File: config.mk
export PLATFORM = sky130hd
export DESIGN_NAME = vsi_core
export DESIGN_NICKNAME = d
export VERILOG_FILES = /design/src/vsi_pkg.sv /design/src/vsi_core.sv
export SDC_FILE = /design/constraint.sdc
export NUM_CORES = 1
export LEC_CHECK = 0
export BUFFER_PORTS_ARGS = -buffer_cell sky130_fd_sc_hd__buf_4
export CAP_MARGIN = 20
export CORE_UTILIZATION = 30
export DETAILED_ROUTE_END_ITERATION = 16
export GPL_TIMING_DRIVEN = 0
export MAX_ROUTING_LAYER = met4
export SKIP_CTS_REPAIR_TIMING = 1
export SKIP_LAST_GASP = 1
export SYNTH_ARGS = -nofsm -noshare
export SYNTH_HDL_FRONTEND = slang
export SYNTH_SLANG_ARGS = --single-unit
File: constraint.sdc
create_clock -name sys_clk_in -period 2.7 [get_ports sys_clk_in]
set_input_delay 0.27 -clock sys_clk_in [delete_from_list [all_inputs] [get_ports sys_clk_in]]
set_output_delay 0.27 -clock sys_clk_in [all_outputs]
set_load 0.02 [all_outputs]
File: src/vsi_pkg.sv
// Constants shared by the voice store interrupt and clock block.
package vsi_pkg;
	localparam int unsigned SYS_CLK_HZ = 20000000;
	localparam int unsigned FRAME_BITS = 16;
	localparam logic [3:0] BIT_CNT_LAST = 4'hf;
	localparam int unsigned MARKERS_PER_ROW = 8;
	localparam int unsigned STATUS_MEM_END_BIT = 0;
	localparam int unsigned STATUS_MSG_END_BIT = 1;
	localparam logic [4:0] CMD_READ_EVENT = 5'h0c;
	localparam logic [1:0] OP_IDLE = 2'h0;
	localparam logic [1:0] OP_RECORD = 2'h1;
	localparam logic [1:0] OP_PLAY = 2'h2;
	localparam logic [1:0] OP_CUE = 2'h3;
	typedef enum logic [1:0] {
		VSI_IDLE = 2'b00,
		VSI_SHIFT = 2'b01,
		VSI_DONE = 2'b11
	} vsi_state_t;
endpackage : vsi_pkg

File: src/vsi_core.sv
// Serial link, event flags, open-drain interrupt and sample clock divider.

////////////////////////////////////////////////////////////////////////////////
// Summary of operation
// - Pull interrupt low on memory or message end
// - Ending operation by either event raises interrupt
// - Next serial transaction start clears interrupt
// - Status readable by read-event instruction
// - Memory end flag on array end, record/play
// - Message end flag only in play or cue, eight markers
// - External sample clock divided by two at entry
// - Capture on rising, shift out on falling
// - Words travel least significant bit first
// - Status shifts out while control shifts in
module vsi_core
	import vsi_pkg::*;
(
	input wire logic sys_clk_in,
	input wire logic rstn_in,
	input wire logic sclk_in,
	input wire logic select_n_in,
	input wire logic mosi_in,
	input wire logic external_sample_clock_in,
	input wire logic [1:0] op_mode_in,
	input wire logic array_end_in,
	input wire logic [MARKERS_PER_ROW-1:0] marker_hit_in,
	output logic miso_out,
	output logic miso_oe_out,
	output logic int_n_out,
	output logic int_oe_out,
	output logic sample_tick_out,
	output logic [FRAME_BITS-1:0] frame_out,
	output logic frame_valid_out,
	output logic read_event_out
);

	////////////////////////////////////////////////////////////////////////
	// Reset release.
	logic rst_meta_ff;
	logic rst_sync_ff;
	always_ff @(posedge sys_clk_in or negedge rstn_in) begin
		if (!rstn_in) begin
			rst_meta_ff <= 1'b0;
			rst_sync_ff <= 1'b0;
		end else begin
			rst_meta_ff <= 1'b1;
			rst_sync_ff <= rst_meta_ff;
		end
	end
	wire logic rstn = rst_sync_ff;

	////////////////////////////////////////////////////////////////////////
	// Edge detection on serial pins and the sample clock input.
	// Inputs are synchronous to sys_clk, so one stage gives the edges.
	logic sclk_d_ff;
	logic sel_d_ff;
	logic external_sample_clock_d_ff;
	always_ff @(posedge sys_clk_in or negedge rstn) begin
		if (!rstn) begin
			sclk_d_ff <= 1'b0;
			sel_d_ff <= 1'b1;
			external_sample_clock_d_ff <= 1'b0;
		end else begin
			sclk_d_ff <= sclk_in;
			sel_d_ff <= select_n_in;
			external_sample_clock_d_ff <= external_sample_clock_in;
		end
	end
	// The host alone makes sclk; it is only sampled here.
	wire logic sclk_rise = sclk_in & ~sclk_d_ff;
	wire logic sclk_fall = ~sclk_in & sclk_d_ff;
	wire logic sel_start = ~select_n_in & sel_d_ff;
	wire logic sel_end = select_n_in & ~sel_d_ff;
	wire logic external_sample_clock_rise = external_sample_clock_in & ~external_sample_clock_d_ff;

	////////////////////////////////////////////////////////////////////////
	// Sample clock divide by two; only rising edges count, so the duty
	// cycle does not matter. A grounded input gives no ticks.
	logic div_ff;
	logic nxt_div;
	logic tick_ff;
	logic nxt_tick;
	always_comb begin
		nxt_div = div_ff ^ external_sample_clock_rise;
		nxt_tick = external_sample_clock_rise & div_ff;
	end
	always_ff @(posedge sys_clk_in or negedge rstn) begin
		if (!rstn) begin
			div_ff <= 1'b0;
			tick_ff <= 1'b0;
		end else begin
			div_ff <= nxt_div;
			tick_ff <= nxt_tick;
		end
	end

	////////////////////////////////////////////////////////////////////////
	// Serial shifter and event flags.
	vsi_state_t state_ff;
	vsi_state_t nxt_state;
	logic [3:0] cnt_ff;
	logic [3:0] nxt_cnt;
	logic [FRAME_BITS-1:0] rx_ff;
	logic [FRAME_BITS-1:0] nxt_rx;
	logic [1:0] tx_ff;
	logic [1:0] nxt_tx;
	logic mem_end_flag_ff;
	logic nxt_mem_end_flag;
	logic msg_end_flag_ff;
	logic nxt_msg_end_flag;
	logic miso_ff;
	logic nxt_miso;
	logic miso_oe_ff;
	logic nxt_miso_oe;
	logic valid_ff;
	logic nxt_valid;
	logic rd_ev_ff;
	logic nxt_rd_ev;
	logic [FRAME_BITS-1:0] frame_ff;
	logic [FRAME_BITS-1:0] nxt_frame;
	logic mem_end_ev;
	logic msg_end_ev;

	always_comb begin
		// Memory end during record or playback only.
		mem_end_ev = array_end_in &
			(op_mode_in == OP_RECORD || op_mode_in == OP_PLAY);
		// Any of the eight row markers, found while playing or cueing.
		msg_end_ev = (|marker_hit_in) &
			(op_mode_in == OP_PLAY || op_mode_in == OP_CUE);
		nxt_state = state_ff;
		nxt_cnt = cnt_ff;
		nxt_rx = rx_ff;
		nxt_tx = tx_ff;
		nxt_mem_end_flag = mem_end_flag_ff;
		nxt_msg_end_flag = msg_end_flag_ff;
		nxt_miso = miso_ff;
		nxt_miso_oe = miso_oe_ff;
		nxt_valid = 1'b0;
		nxt_rd_ev = 1'b0;
		nxt_frame = frame_ff;
		if (sel_start) begin
			// Snapshot status to shift out, then clear the flags.
			nxt_tx = {msg_end_flag_ff, mem_end_flag_ff};
			nxt_mem_end_flag = 1'b0;
			nxt_msg_end_flag = 1'b0;
			nxt_miso = mem_end_flag_ff;
			nxt_miso_oe = 1'b1;
			nxt_cnt = 4'h0;
			nxt_state = VSI_SHIFT;
		end
		// Set wins over the clear above, so a same-cycle event survives.
		if (mem_end_ev) begin
			nxt_mem_end_flag = 1'b1;
		end
		if (msg_end_ev) begin
			nxt_msg_end_flag = 1'b1;
		end
		case (state_ff)
			VSI_IDLE: begin
			end
			VSI_SHIFT: begin
				if (sclk_rise) begin
					// Least significant bit arrives first.
					nxt_rx = {mosi_in, rx_ff[FRAME_BITS-1:1]};
					nxt_cnt = cnt_ff + 4'h1;
					if (cnt_ff == BIT_CNT_LAST) begin
						nxt_state = VSI_DONE;
					end
				end
				if (sclk_fall) begin
					// Next status bit goes out on the falling edge.
					nxt_tx = {1'b0, tx_ff[1]};
					nxt_miso = tx_ff[1];
				end
				if (sel_end) begin
					nxt_miso_oe = 1'b0;
					nxt_state = VSI_IDLE;
				end
			end
			VSI_DONE: begin
				if (sclk_fall) begin
					nxt_miso = 1'b0;
				end
				if (sel_end) begin
					nxt_miso_oe = 1'b0;
					nxt_valid = 1'b1;
					nxt_frame = rx_ff;
					// Control bits sit in the top five of the frame.
					nxt_rd_ev = (rx_ff[FRAME_BITS-1:FRAME_BITS-5] ==
						CMD_READ_EVENT);
					nxt_state = VSI_IDLE;
				end
			end
			default: begin
				nxt_state = VSI_IDLE;
			end
		endcase
	end

	always_ff @(posedge sys_clk_in or negedge rstn) begin
		if (!rstn) begin
			state_ff <= VSI_IDLE;
			cnt_ff <= 4'h0;
			rx_ff <= '0;
			tx_ff <= 2'h0;
			mem_end_flag_ff <= 1'b0;
			msg_end_flag_ff <= 1'b0;
			miso_ff <= 1'b0;
			miso_oe_ff <= 1'b0;
			valid_ff <= 1'b0;
			rd_ev_ff <= 1'b0;
			frame_ff <= '0;
		end else begin
			state_ff <= nxt_state;
			cnt_ff <= nxt_cnt;
			rx_ff <= nxt_rx;
			tx_ff <= nxt_tx;
			mem_end_flag_ff <= nxt_mem_end_flag;
			msg_end_flag_ff <= nxt_msg_end_flag;
			miso_ff <= nxt_miso;
			miso_oe_ff <= nxt_miso_oe;
			valid_ff <= nxt_valid;
			rd_ev_ff <= nxt_rd_ev;
			frame_ff <= nxt_frame;
		end
	end

	////////////////////////////////////////////////////////////////////////
	// Open-drain interrupt: drive low while any flag stands.
	logic int_oe_ff;
	logic nxt_int_oe;
	always_comb begin
		nxt_int_oe = nxt_mem_end_flag | nxt_msg_end_flag;
	end
	always_ff @(posedge sys_clk_in or negedge rstn) begin
		if (!rstn) begin
			int_oe_ff <= 1'b0;
		end else begin
			int_oe_ff <= nxt_int_oe;
		end
	end

	assign miso_out = miso_ff;
	assign miso_oe_out = miso_oe_ff;
	assign int_n_out = 1'b0;
	assign int_oe_out = int_oe_ff;
	assign sample_tick_out = tick_ff;
	assign frame_out = frame_ff;
	assign frame_valid_out = valid_ff;
	assign read_event_out = rd_ev_ff;

endmodule : vsi_core

Word level (Yosys, flattened, before mapping):

Cells that the tools add are included.

* input bits: 17
* flip-flop bits (word level): 54
* logic and storage cells: 76
* output and inout bits: 23

* reductions and logical operators: 7
* $add $sub $neg: 1
* eq/ne operators: 7
* muxes and demuxes: 27
* bitwise logic cells: 15

Operators by type and width (count)
* two-way mux 2 bit: 8
* two-way mux 1 bit: 14
* two-way mux 4 bit: 3
* AND 1 bit: 8
* OR reduction 8 bit: 1
* equality test 2 bit (second input constant): 3
* one-hot mux 2 bit (3 select lines): 1
* equality test 5 x 4 -> 1 bit (second input constant): 1
* inverter 1 bit: 5
* adder 4 x 1 -> 4 bit (second input constant): 1
* equality test 2 x 1 -> 1 bit (second input constant): 2
* equality test 4 bit (second input constant): 1
* AND reduction 2 bit: 2
* zero test 2 bit: 1
* logical OR 1 bit: 2
* one-hot mux 1 bit (2 select lines): 1
* OR reduction 2 bit: 1
* OR 1 bit: 1
* bitwise XOR 1 bit: 1

Longest topological paths before layout:

Gate-level depths: netlist of the first run.

* depth in word-level cells: 7
* gate-level depth with buffers: 5
* gate-level depth less buffers: 4

Worst setup path before layout of the first run:

Ideal clock, no wire load.

* path kind: reg2reg
* start point: register state_ff[0]
* end point: register frame_ff[0] (netlist: frame_out[0])
* buffers on the path: 2
* arrival: 1.503 ns
* cell stages (with the launch flop): 6
* data required time: 2.575 ns
* period minus slack after synthesis: 1.628 ns
* setup slack: 1.072 ns
* library setup time: 0.125 ns
* cells stage by stage: dfrtp_1 > inv_1 > or4_4 > buf_6 > buf_12 > mux2_4

* cells in the longest elaborated chain, start to end: 2

RTL lines
* from (decl): line vsi_core.sv:99 `vsi_state_t state_ff;`
* from (signal assigned): line vsi_core.sv:215 `state_ff <= nxt_state;`
* equality test 2 bit: line vsi_core.sv:159 `case (state_ff)`
* AND reduction 2 bit (no line)
* to (signal assigned): line vsi_core.sv:225 `frame_ff <= nxt_frame;`
* to (decl): line vsi_core.sv:119 `logic [FRAME_BITS-1:0] frame_ff;`

No other way between the ends.
A chain may end at the register's enable or synchronous reset.

Worst setup path after layout of the first run:

* start point: register state_ff[1]
* end point: register rx_ff[13]

* cells in the longest elaborated chain, start to end: 2

RTL lines
* equality test 2 x 1 -> 1 bit: line vsi_core.sv:159
* AND reduction 2 bit (no line)
* to (signal assigned): line vsi_core.sv:217 `rx_ff <= nxt_rx;`
* to (decl): line vsi_core.sv:103 `logic [FRAME_BITS-1:0] rx_ff;`

No other way between the ends.

==> results.md, run 1 <==
- Status: finished, final reports clean
- IO buf count: 38
- EDFF count, synth: 0
- First drt pass iteration count: 4
- Yosys Warn Count: 0
- Commonest cells after routing, fill and taps aside: dfrtp_1 (51), buf_4 (39), mux2_2 (24)
- Crit path to: rx_ff[13]
- Commonest non-fill, non-tap cell in the layout: dfrtp_1
- Period utilization: 67.7%
- Reg-to-reg startpoint: state_ff[1]
- Crit-path leading delay family: buffers and inverters
- Largest net degree at the start of global routing: 34
- Number of global-route vias before repair: 1187
- Die area: 7430 um^2
- PD cells: 670 nW/um^2
- Worst setup EP type: register
- Synth cell types: 32
- Hold slack: 0.0817 ns
- Worst reg2reg setup slack: 0.87 ns
- Core area: 6830 um^2
- R2r worst-path depth: 4
- Worst setup path class: reg -> reg
- Max Clock Freq: 547 MHz
- Routed vias: 1266
- Clk_lat worst skew: 0.30 ns
- Row cnt: 30
- CTS tree: yes
- Met3 Use GR: 3.62%
- Max cap viols: 0
- # H-tree levels: 2
- Worst min path class: in -> reg
- Die H: 86.2 um
- Wire length of the first global-routing pass: 5770 um
- DIE WIDTH: 86.2 um
- Clock buffer depth: 2
- Syn_area_per_cell: 14.3 um^2
- Vias/cell: 4.32
- Initial antenna violation count: 0
- Initial Util: 31.1%
- CP Buf/Inv Count: 2
- Leak: 0.00136 uW
- ANT nets after route: 0
- Grt total ovfl: 0
- CP Depth: 4
- Nets: 217
- GR Util met1: 13.7%
- Critical Path AT: 2.02 ns
- Clock Skew: 0.00683 ns
- Min Tclk post-route: 1.83 ns
- Setup_tns: 0 ns
- Critical Path Slowest Stage Cell: dfrtp_1
- DRC Markers: 0
- Layout cells sized above 1: 45.2%
- Synthesis-stage register bit count: 53
- Mapped Cells: 149
- Hold Vio Cnt, Final: 0
- Number of setup violations in the final report: 0
- CTS buffer count: 5
- Dpl hpwl: 2370 um
- Area Growth Syn to Fin: 26.8%
- Total routing usage reported by global routing: 10.3%
- Ports: 40
- Post-Route WL: 3380 um
- GR Util met2: 14.5%
- Crit path largest cell delay: 0.46 ns
- CTS root buffer: clkbuf_8
- Ant. Diodes: 0
- Slew Limit Fails: 0
- Reg clk slew, reported paths: 0.09 ns
- Most used routing layer: met2
- Async S/R FF share, synth: 100%
- RR Endpoint: rx_ff[13]
- Startpoint Class: register
- CP required: 2.89 ns
- Worst-path fanout max: 10
- GPL Wtd Cong: 0.657
- Post-synthesis sequential area ratio: 62.4%
- Crit path from: state_ff[1]
- DR iter-0 viols: 46
- Maximum vdd drop: 197 uV
- Main synth FF type: dfrtp_1
- Syn_nets: 170
- Crit-path cells: and4bb_2 -> clkbuf_1 -> buf_2 -> mux2_2
- RSZ-0062 raised after global routing: no
- CTS sink count: 53
- Mapped Area: 2130 um^2
- Drt wl/cell: 11.5 um
## routing by layer
| layer | wire [um] | vias up | part of all wire [%] |
|---|---|---|---|
| li1 | - | 611 | - |
| met1 | 1580 | 618 | 47 |
| met2 | 1560 | 32 | 46 |
| met3 | 185 | 5 | 5.5 |
| met4 | 53 | 0 | 1.6 |
| met5 | 0 | - | 0 |
## worst register-to-register path: cells and delay by family, from the launching register on
kind | cells | cell delay [ns]
buffers and inverters | 2 | 0.58
flip-flops | 1 | 0.46
multiplexers | 1 | 0.36
AND/OR/NAND/NOR | 1 | 0.32
## flip-flops by register name (all words and copies together) (netlist names), 2 cells and up
name and cells:
frame_out 16, rx_ff 16, cnt_ff 4, state_ff 2
## kinds of logic (layout without fill, tap and decap cells)
group                      Yosys count  in the layout  synth area share [%]
AOI/OAI and AO/OA                   15             15                  3.88
DFF                                 53             53                  62.4
other                                2              2                 0.353
and+or+nand+nor                     28             28                  8.00
buffers and inverters               13             61                  3.71
muxes                               34             34                  19.3
adders and majority gates            4              4                  2.35
## report_power, final
group | leakage [uW] | switching (uW) | internal, uW
clock | 0.0000681 | 255 | 368
combinational | 0.000605 | 79.7 | 119
sequential | 0.000687 | 83.7 | 901
## worst min path at each step
stage                     depth (start not counted)                     start                    endpoint  slack (ns)
after floorplan                                   0                   rstn_in                 rst_meta_ff       -0.03
after global placement                            1                   rstn_in                 rst_sync_ff        0.05
after detailed placement                          1                   rstn_in                 rst_meta_ff        0.05
after CTS                                         1                   rstn_in                 rst_sync_ff       -0.29
after global routing                              1  external_sample_clock_in  external_sample_clock_d_ff        0.06
final                                             1  external_sample_clock_in  external_sample_clock_d_ff        0.08
## cell usage after synthesis (all sizes together), types with 2 or more instances
| cell | number | area [um^2] |
|---|---|---|
| a21oi | 6 | 30.0 |
| buf | 5 | 48.8 |
| clkbuf | 2 | 7.51 |
| conb | 2 | 7.51 |
| dfrtp | 52 | 1300 |
| ha | 4 | 50.1 |
| inv | 6 | 22.5 |
| mux2 | 32 | 390 |
| mux2i | 2 | 20.0 |
| nand2 | 8 | 30.0 |
| nand3 | 2 | 10.0 |
| nand3b | 5 | 37.5 |
| nor2 | 3 | 11.3 |
| o21ai | 6 | 30.0 |
| or4 | 3 | 26.3 |
## metrics by stage
stage	power [uW]	util (%)	instance area [um^2]	std cells	setup slack (ns)
after global routing	1910	39.5	2700	293	0.755
after floorplan	1120	-	2130	149	1.07
after CTS	1840	39.3	2690	292	0.847
final	1810	39.5	2700	293	0.873
after detailed placement	1210	37.4	2550	284	0.880
after global placement	1190	37.1	2530	283	0.491
## layout make-up
cell class / instances / area (um^2)
Fill cell: 688 / 4130
Sequential cell: 53 / 1330
Multi-Input combinational cell: 83 / 721
Timing Repair Buffer: 40 / 315
Tap cell: 96 / 120
Clock buffer: 5 / 68.8
Clock inverter: 3 / 65.1
Buffer: 7 / 56.3
Inverter: 6 / 22.5
Power figures use the tool's default switching activity.
==> run 2: changes to the inputs <==
==> constraint.sdc (replaced) <==
create_clock -name sys_clk_in -period 1.7 [get_ports sys_clk_in]
set_input_delay 0.17 -clock sys_clk_in [delete_from_list [all_inputs] [get_ports sys_clk_in]]
set_output_delay 0.17 -clock sys_clk_in [all_outputs]
set_load 0.02 [all_outputs]
==> results.md, run 2 (synthesized netlist as in run 1, its figures left out) <==
- Layout cells sized above 1: 46.0%
- Leak: 0.00139 uW
- Largest net degree at the start of global routing: 34
- Period utilization: 98.8%
- ANT nets after route: 0
- Reg clk slew, reported paths: 0.09 ns
- Status: finished, final reports clean
- Hold Vio Cnt, Final: 0
- Area Growth Syn to Fin: 30.2%
- Placed instance count: 284
- Initial Util: 31.1%
- DRC Markers: 0
- Setup_tns: 0 ns
- R2r worst-path depth: 5
- First drt pass iteration count: 4
- IO buf count: 38
- Crit path to: frame_out[0]
- Clk_lat worst skew: 0.30 ns
- Ports: 40
- Clock Skew: 0.00746 ns
- CTS sink count: 53
- CP required: 1.89 ns
- CTS root buffer: clkbuf_8
- Dpl hpwl: 2370 um
- Most used routing layer: met2
- CTS buffer count: 5
- Worst min path class: in -> reg
- Die H: 86.2 um
- Maximum vdd drop: 312 uV
- # H-tree levels: 2
- PD cells: 1040 nW/um^2
- Routed vias: 1297
- Worst-path fanout max: 10
- Commonest cells after routing, fill and taps aside: dfrtp_1 (50), buf_4 (41), mux2_2 (24)
- Non-filler cells, final: 298
- Core area: 6830 um^2
- Max Clock Freq: 595 MHz
- Drt wl/cell: 11.4 um
- Startpoint Class: register
- Worst setup path class: reg -> reg
- GR Util met2: 14.5%
- Worst reg2reg setup slack: 0.02 ns
- Min Tclk post-route: 1.68 ns
- DR iter-0 viols: 47
- Nets: 222
- RR Endpoint: frame_out[0]
- Number of global-route vias before repair: 1187
- Commonest non-fill, non-tap cell in the layout: dfrtp_1
- Vias/cell: 4.35
- Wire length of the first global-routing pass: 5770 um
- Grt total ovfl: 0
- Die area: 7430 um^2
- Post-Route WL: 3400 um
- GR Util met1: 13.7%
- Slew Limit Fails: 0
- Number of setup violations in the final report: 0
- Crit path from: state_ff[0]
- Initial antenna violation count: 0
- Critical Path AT: 1.87 ns
- Reg-to-reg startpoint: state_ff[0]
- Max cap viols: 0
- CTS tree: yes
- RSZ-0062 raised after global routing: yes
- Met3 Use GR: 3.62%
- Total routing usage reported by global routing: 10.3%
- Clock buffer depth: 2
- Worst setup EP type: register
- Ant. Diodes: 0
- Row cnt: 30
- DIE WIDTH: 86.2 um
- GPL Wtd Cong: 0.657
-- run 2: changes by cell type in the layout (fill, tap and decap cells not counted), sizes merged --
cell and delta:
clkbuf -1, dlygate4sd3 +3, buf +3
-- run 2: metal layers --
layer / routed length (um) / vias up / share of wire (%)
met4: 51 / 0 / 1.5
met5: 0 / - / 0
met2: 1570 / 34 / 46
li1: - / 620 / -
met3: 187 / 6 / 5.5
met1: 1590 / 637 / 47
-- run 2: critical path, stage by stage (launching register included) --
cell and delay (ns):
dfrtp_1 0.39, inv_1 0.06, or4_4 0.54, buf_12 0.15, buf_12 0.14, mux2_4 0.29
-- run 2: report_power, final --
group	total, uW	internal (uW)	switching (uW)
combinational	329	199	130
sequential	1560	1430	132
clock	992	585	407
total	2880	2210	669
-- run 2: how the worst min path moves through the flow --
stage / slack [ns] / to / cells past startpoint / startpoint
floorplan: -0.13 / rst_meta_ff / 0 / rstn_in
global placement: -0.05 / rst_sync_ff / 1 / rstn_in
detailed placement: -0.05 / rst_meta_ff / 1 / rstn_in
CTS: -0.39 / rst_sync_ff / 1 / rstn_in
global route: 0.04 / miso_oe_out / 2 / select_n_in
finish: 0.05 / miso_oe_out / 2 / select_n_in
-- run 2: stage by stage --
stage                     total power (uW)  cell area (um^2)  utilization [%]  setup WS, ns  hold WS [ns]
final                                 2880              2770             40.5        0.0198        0.0548
after detailed placement              1910              2550             37.4        -0.120       -0.0464
after floorplan                       1780              2130                -        0.0719        -0.126
after global placement                1890              2530             37.1        -0.509       -0.0472
after global routing                  3050              2770             40.5       -0.0167        0.0449
after CTS                             2920              2690             39.3        -0.153        -0.387
-- run 2: layout make-up --
cell class | instances | area (um^2)
buffer | 6 | 61.3
clock buffer | 5 | 68.8
clock inverter | 3 | 65.1
fill | 683 | 4060
inverter | 6 | 22.5
multi-input combinational | 83 | 721
sequential | 53 | 1330
tap | 96 | 120
timing repair buffer | 46 | 380
